[src/tlr_pkg.sv]
// Functional notes
// - Local upper limit, command 05h, resets to 3Ch (60 degrees), read/write.
// - Local lower limit, command 06h, resets to 00h (0 degrees), read/write.
// - Remote upper limit integer byte, command 07h, resets to 50h (80 degrees).
// - Remote lower limit integer byte, command 08h, resets to 00h.
// - Limits are signed two's complement, one degree per bit.
// - Any completed limit write flushes that limit's fault queue.
// - Remote fraction bytes hold sixteenths in bits 7:4; bits 3:0 read zero.
// - Two-bit depth select gives queue depths of 1, 2, 4 or 6.
package tlr_pkg;
  localparam int NUM_CH  = 4;
  localparam int NUM_LIM = 6;
  localparam int CNT_W   = 3;

  // Channel order of the fault queues
  localparam int CH_LOCAL_HIGH  = 0;
  localparam int CH_LOCAL_LOW   = 1;
  localparam int CH_REMOTE_HIGH = 2;
  localparam int CH_REMOTE_LOW  = 3;

  // Limit register slots
  localparam int LIM_LU = 0;
  localparam int LIM_LL = 1;
  localparam int LIM_RU = 2;
  localparam int LIM_RL = 3;
  localparam int LIM_RUF = 4;
  localparam int LIM_RLF = 5;

  localparam logic [7:0] CMD_LOCAL_UPPER  = 8'h05;
  localparam logic [7:0] CMD_LOCAL_LOWER  = 8'h06;
  localparam logic [7:0] CMD_REMOTE_UPPER = 8'h07;
  localparam logic [7:0] CMD_REMOTE_LOWER = 8'h08;
  localparam logic [7:0] CMD_REMOTE_UPPER_FRAC = 8'h13;
  localparam logic [7:0] CMD_REMOTE_LOWER_FRAC = 8'h14;

  localparam logic [7:0] RST_LOCAL_UPPER  = 8'h3c;
  localparam logic [7:0] RST_LOCAL_LOWER  = 8'h00;
  localparam logic [7:0] RST_REMOTE_UPPER = 8'h50;
  localparam logic [7:0] RST_REMOTE_LOWER = 8'h00;
  localparam logic [7:0] RST_FRAC         = 8'h00;

  localparam logic [7:0] MASK_INT  = 8'hff;
  localparam logic [7:0] MASK_FRAC = 8'hf0;
  localparam logic [7:0] RD_NONE   = 8'h00;

  localparam logic [7:0] LIM_CMD [NUM_LIM] = '{CMD_LOCAL_UPPER,
    CMD_LOCAL_LOWER, CMD_REMOTE_UPPER, CMD_REMOTE_LOWER,
    CMD_REMOTE_UPPER_FRAC, CMD_REMOTE_LOWER_FRAC};
  localparam logic [7:0] LIM_RST [NUM_LIM] = '{RST_LOCAL_UPPER,
    RST_LOCAL_LOWER, RST_REMOTE_UPPER, RST_REMOTE_LOWER,
    RST_FRAC, RST_FRAC};
  localparam logic [7:0] LIM_MASK [NUM_LIM] = '{MASK_INT, MASK_INT,
    MASK_INT, MASK_INT, MASK_FRAC, MASK_FRAC};
  localparam int LIM_CH [NUM_LIM] = '{CH_LOCAL_HIGH, CH_LOCAL_LOW,
    CH_REMOTE_HIGH, CH_REMOTE_LOW, CH_REMOTE_HIGH, CH_REMOTE_LOW};

  // Queue depth encodings
  localparam logic [1:0]       DSEL_1  = 2'h0;
  localparam logic [1:0]       DSEL_2  = 2'h1;
  localparam logic [1:0]       DSEL_4  = 2'h2;
  localparam logic [1:0]       DSEL_6  = 2'h3;
  localparam logic [CNT_W-1:0] DEPTH_1 = 3'h1;
  localparam logic [CNT_W-1:0] DEPTH_2 = 3'h2;
  localparam logic [CNT_W-1:0] DEPTH_4 = 3'h4;
  localparam logic [CNT_W-1:0] DEPTH_6 = 3'h6;
  localparam logic [CNT_W-1:0] CNT_RST = 3'h0;
endpackage
[src/tlr_fq_if.sv]
// Links the limit bank to its fault queues
interface tlr_fq_if #(parameter int N = 4);
  logic [N-1:0] flush;
  logic [N-1:0] exceed;
  logic         sample;
  logic [1:0]   depth_sel;
  logic [N-1:0] event_hit;
  modport bank  (output flush, exceed, sample, depth_sel, input event_hit);
  modport queue (input flush, exceed, sample, depth_sel, output event_hit);
endinterface

[src/tlr_fault_queue.sv]
module tlr_fault_queue
  import tlr_pkg::*;
#(
  parameter int N = NUM_CH
) (
  input wire logic clk_in,
  input wire logic rstn_in,
  tlr_fq_if.queue  fq
);
  import tlr_pkg::*;

  logic [CNT_W-1:0] lim;

  // Depth decode shared by every channel
  always_comb begin
    unique case (fq.depth_sel)
      DSEL_1: lim = DEPTH_1;
      DSEL_2: lim = DEPTH_2;
      DSEL_4: lim = DEPTH_4;
      DSEL_6: lim = DEPTH_6;
    endcase
  end

  for (genvar ch = 0; ch < N; ch++) begin : g_ch
    logic [CNT_W-1:0] cnt_q;
    logic [CNT_W-1:0] cnt_d;
    logic             ev_q;
    logic             ev_d;
    logic             hit;

    assign hit = fq.sample && fq.exceed[ch] && !fq.flush[ch];

    // Count consecutive hits; a flush beats a sample in the same cycle
    always_comb begin
      cnt_d = cnt_q;
      ev_d  = 1'b0;
      if (fq.flush[ch]) begin
        cnt_d = CNT_RST;
      end else if (fq.sample) begin
        if (!fq.exceed[ch]) begin
          cnt_d = CNT_RST;
        end else if (cnt_q < lim) begin
          cnt_d = cnt_q + 3'h1;
          ev_d  = (cnt_q + 3'h1) == lim;
        end
      end
    end

    // Saturated count keeps one event per streak
    always_ff @(posedge clk_in) begin
      if (!rstn_in) begin
        cnt_q <= CNT_RST;
        ev_q  <= 1'b0;
      end else begin
        cnt_q <= cnt_d;
        ev_q  <= ev_d;
      end
    end

    assign fq.event_hit[ch] = ev_q;

  end
endmodule

[src/tlr_limit_bank.sv]
module tlr_limit_bank
  import tlr_pkg::*;
(
  input  wire logic        clk_in,
  input  wire logic        rstn_in,
  input  wire logic [7:0]  cmd_in,
  input  wire logic [7:0]  wdata_in,
  input  wire logic        wr_in,
  input  wire logic        rd_in,
  input  wire logic        conv_done_in,
  input  wire logic [7:0]  local_temp_in,
  input  wire logic [11:0] remote_temp_in,
  input  wire logic [1:0]  queue_depth_select_in,
  output logic [7:0]       rdata_out,
  output logic             rd_valid_out,
  output logic             local_high_event_out,
  output logic             local_low_event_out,
  output logic             remote_high_event_out,
  output logic             remote_low_event_out
);
  import tlr_pkg::*;

  logic [7:0]         lim_q [NUM_LIM];
  logic [7:0]         lim_d [NUM_LIM];
  logic [NUM_LIM-1:0] wr_hit;
  logic [NUM_LIM-1:0] rd_hit;
  logic [7:0]         rdata_q;
  logic [7:0]         rdata_d;
  logic               rd_valid_q;
  logic               rd_valid_d;
  logic [NUM_CH-1:0]  flush;
  logic signed [11:0] remote_temp;
  logic signed [11:0] remote_upper;
  logic signed [11:0] remote_lower;

  tlr_fq_if #(.N(NUM_CH)) fq ();

  // Decode and next value per limit register
  for (genvar i = 0; i < NUM_LIM; i++) begin : g_lim
    assign wr_hit[i] = wr_in && (cmd_in == LIM_CMD[i]);
    assign rd_hit[i] = rd_in && (cmd_in == LIM_CMD[i]);

    always_comb begin
      lim_d[i] = lim_q[i];
      if (wr_hit[i]) begin
        lim_d[i] = wdata_in & LIM_MASK[i];
      end
    end

    always_ff @(posedge clk_in) begin
      if (!rstn_in) begin
        lim_q[i] <= LIM_RST[i];
      end else begin
        lim_q[i] <= lim_d[i];
      end
    end
  end

  // Any write to a limit purges the queue of the limit it sets
  always_comb begin
    flush = '0;
    for (int i = 0; i < NUM_LIM; i++) begin
      if (wr_hit[i]) begin
        flush[LIM_CH[i]] = 1'b1;
      end
    end
  end

  // Read mux; unmapped commands read as zero
  always_comb begin
    rdata_d    = RD_NONE;
    rd_valid_d = rd_in;
    for (int i = 0; i < NUM_LIM; i++) begin
      if (rd_hit[i]) begin
        rdata_d = lim_q[i];
      end
    end
  end

  // Read answer registered, valid for one cycle
  always_ff @(posedge clk_in) begin
    if (!rstn_in) begin
      rdata_q    <= RD_NONE;
      rd_valid_q <= 1'b0;
    end else begin
      rdata_q    <= rdata_d;
      rd_valid_q <= rd_valid_d;
    end
  end

  assign rdata_out    = rdata_q;
  assign rd_valid_out = rd_valid_q;

  // Signed compares; remote uses integer plus top fraction nibble
  assign remote_temp  = signed'(remote_temp_in);
  assign remote_upper = signed'({lim_q[LIM_RU], lim_q[LIM_RUF][7:4]});
  assign remote_lower = signed'({lim_q[LIM_RL], lim_q[LIM_RLF][7:4]});

  assign fq.flush     = flush;
  assign fq.sample    = conv_done_in;
  assign fq.depth_sel = queue_depth_select_in;
  assign fq.exceed[CH_LOCAL_HIGH] =
    signed'(local_temp_in) > signed'(lim_q[LIM_LU]);
  assign fq.exceed[CH_LOCAL_LOW] =
    signed'(local_temp_in) < signed'(lim_q[LIM_LL]);
  assign fq.exceed[CH_REMOTE_HIGH] = remote_temp > remote_upper;
  assign fq.exceed[CH_REMOTE_LOW]  = remote_temp < remote_lower;

  // Queue events leave straight from the queue's flip-flops
  tlr_fault_queue #(.N(NUM_CH)) u_queue (
    .clk_in  (clk_in),
    .rstn_in (rstn_in),
    .fq      (fq)
  );

  assign local_high_event_out  = fq.event_hit[CH_LOCAL_HIGH];
  assign local_low_event_out   = fq.event_hit[CH_LOCAL_LOW];
  assign remote_high_event_out = fq.event_hit[CH_REMOTE_HIGH];
  assign remote_low_event_out  = fq.event_hit[CH_REMOTE_LOW];
endmodule

[config.mk]
export PLATFORM = sky130hd
export DESIGN_NAME = tlr_limit_bank
export DESIGN_NICKNAME = d
export VERILOG_FILES = /design/src/tlr_pkg.sv /design/src/tlr_fq_if.sv /design/src/tlr_fault_queue.sv /design/src/tlr_limit_bank.sv
export SDC_FILE = /design/constraint.sdc
export NUM_CORES = 1
export LEC_CHECK = 0
export ABC_AREA = 1
export BUFFER_PORTS_ARGS = -buffer_cell sky130_fd_sc_hd__buf_2
export CORE_ASPECT_RATIO = 0.75
export CORE_MARGIN = 5
export CORE_UTILIZATION = 45
export DETAILED_ROUTE_END_ITERATION = 7
export GPL_TIMING_DRIVEN = 0
export PLACE_DENSITY_LB_ADDON = 0.05
export SLEW_MARGIN = 40
export SYNTH_ARGS = -nofsm -noshare
export SYNTH_HDL_FRONTEND = slang
export SYNTH_SLANG_ARGS = --single-unit
[constraint.sdc]
create_clock -name clk_in -period 2.5 [get_ports clk_in]
set_clock_uncertainty 0.2 [all_clocks]
set_input_delay 0.25 -clock clk_in [delete_from_list [all_inputs] [get_ports clk_in]]
set_output_delay 0.25 -clock clk_in [all_outputs]
set_load 0.02 [all_outputs]
==> out/summary.txt <==
Starting Density: 46.2%
Wirelength per Cell: 14.7 um
Slew @ Worst Pin: 570 ps
initial drt markers: 251
hold slack: 27.2 ps
Leakage: 2.36 nW
largest area contributor in the netlist: dfxtp_1
met2 Track Usage GR: 34.4%
root buf cell: clkbuf_16
Worst EP required: 2520 ps
vias in the first global route: 4031
clock-pin slew on the worst setup and hold paths: 50 ps
final number of max-transition violations: 0
Final Hold Vio Count: 0
Area contributors post-synth: dfxtp_1 (31%), ha_1 (16%), nand2_1 (11%)
# fillers: 907
most common cell in the netlist: nand2_1
total track usage: 21.9%
Die Y-Extent: 93.6 um
Placer Congestion: 0.907
initial antenna violation count: 0
Main synth FF type: dfxtp_1
Synth top area share: 31.0%
clk sinks: 65
HPWL Detailed: 9570 um
Clk Latency, worst-skew pair: 330 ps
worst path cell trace: inv_1 > ha_1 > nand2_1 > inv_1 > nand2_1 > nor2_2 > nand2_1 > nand3_1 > nand2_1 > nand2_1 > nand3_1 > nand2_1 > nand2_1 > nand2_1 > nor2_1
cts bufs inserted: 9
unrepaired setup endpoints after global routing: no
pre-CTS setup slack: 240 ps
Async S/R FF share, synth: 0%
IO Pins: 56
Post-CTS Setup Inserts: 0
Port Buffers: 54
status: finished clean
Final nets: 765
antenna cells: 0
GRT met1 Usage: 30.7%
Slew HR: 61.7%
number of flops mapped to enable cells by yosys: 0
crit-path leading delay family: simple AND/OR/NAND/NOR gates
P per Cell Area: 563 nW/um2
die width: 121 um
Cell Rows: 30
critical path's largest stage delay: 330 ps
Longest Clk Path Bufs: 2
global-route wire length before repair: 19500 um
design area: 4920 um2
P&R area growth vs syn: 17.4%
top post-synthesis cells by count: nand2_1 (118), inv_1 (90), dfxtp_1 (65), a21oi_1 (59), nor2_1 (58)
min cycle time layout: 2200 ps
Gate Count Post-Synth: 603
WP data arrival: 2220 ps
CP Max Fanout: 4
critical path class: reg2reg
setup TNS: 0 ps
Final setup violation count: 0
YS warnings: 0
first-pass iteration count of the detailed router: 5
total wire length: 11800 um
Worst setup EP type: flip-flop
Max-Cap Viols: 0
Mapped Area: 4190 um2
die area: 11400 um2
flip-flop and latch count after synthesis: 65
fin crit share: 88.0%
CTS tree: done
Worst Path Buf+Inv: 2
maximum VDD drop: 0.000236 V
GRT met3 Usage: 4.41%
Core Footprint: 9080 um2
Area after DPL: 4620 um2
Crit path top cell by count: nand2_1
final antenna-violating net count: 0
total global routing overflow: 0
DRC: 0
Seq/Total Area, Yosys: 31.0%
Via density: 5.22
via count: 4179
Mapped Avg Cell Area: 6.95 um2
Synth cell types: 35
fmax: 455 MHz
critical path launch point type: flip-flop
largest net degree at the start of global routing: 12
Final WS setup: 301 ps
final cell utilization of the core: 54.2%
H-tree Lvls: 3
layout cell share with drive strength beyond 1: 13.1%
Syn Nets: 700
GR peak layer: met2
Min-Delay Path Class: in2reg
slowest CP cell: dfxtp_1
==> cell usage in the layout (no fill, tap or decap), drive strengths merged <==
cell type	count
nand2	119
inv	94
dfxtp	65
nor2	61
a21oi	59
buf	59
ha	54
o21ai	45
nand3	44
clkbuf	20
nand4	12
nor3	7
o211ai	7
a211oi	5
nor4	4
nand3b	3
xnor2	3
clkinv	3
and2	2
o21a	1
o21bai	1
a2111oi	1
xor2	1
o221ai	1
bufinv	1
==> sequential cells by signal, indices dropped and copies added, names as in the netlist <==
name                flops
lim_q                  40
rd_valid_out            1
u_queue.g_ch.ev_q       4
u_queue.g_ch.cnt_q     12
rdata_out               8
==> where the power goes <==
| part | internal, mW | leakage, nW | switching, mW |
|---|---|---|---|
| registers | 1.06 | 0.527 | 0.0228 |
| clock network | 0.817 | 0.148 | 0.444 |
| logic | 0.161 | 1.69 | 0.262 |
| total | 2.04 | 2.36 | 0.728 |
==> path summary, 6_finish.rpt <==
| kind | start | end | slack [ps] | cells after the start |
|---|---|---|---|---|
| max | lim_q[1][7] | u_queue.g_ch[2].cnt_q[2] | 300 | 15 |
| min | wdata_in[0] | lim_q[0][0] | 30 | 3 |
| max reg2reg | lim_q[1][7] | u_queue.g_ch[2].cnt_q[2] | 300 | 15 |
| min reg2reg | lim_q[0][8] | lim_q[0][8] | 300 | 2 |
==> final cells by class <==
class	count	area, um2	area share, %
Clock inverter	3	40.0	0.813
Tap cell	128	160	3.25
Clock buffer	12	256	5.21
Inverter	95	357	7.24
Sequential cell	65	1300	26.4
Multi-Input combinational cell	430	2480	50.3
Timing Repair Buffer	54	270	5.49
Buffer	13	61.3	1.25
==> logic make-up after synthesis <==
| kind of cell | Yosys count | synth area share (%) |
|---|---|---|
| compound gates | 120 | 15.3 |
| xor+xnor | 4 | 0.836 |
| fa+ha+maj | 54 | 16.1 |
| buf+inv | 108 | 9.97 |
| flops | 65 | 31.0 |
| simple gates | 252 | 26.7 |
==> repair_timing <==
action                                  4_1_cts  5_1_grt
resized for setup                             0        1
endpoints found under the setup margin        0        2
hold buffers                                  0        0
hold endpoints to repair                      0        0
==> per-stage QoR <==
| step | instances | power, mW |
|---|---|---|
| after floorplan | 603 | 1.39 |
| after global placement | 785 | 1.51 |
| after detailed placement | 785 | 1.53 |
| after CTS | 800 | 2.79 |
| after global routing | 800 | 2.91 |
| final | 800 | 2.77 |
==> worst min-delay path, stage by stage <==
cell and delay [ps]:
buf_2 130, nand2_1 70, a21oi_1 50
==> per-layer routing <==
metal  up-vias  wire length, um  part of all wire [%]
met5         -                0                     0
met4         0              131                   1.1
met3        19              663                   5.6
met2       118             4970                    42
met1      1921             6030                    51
li1       2121                -                     -
(Power assumes the default switching activity.)
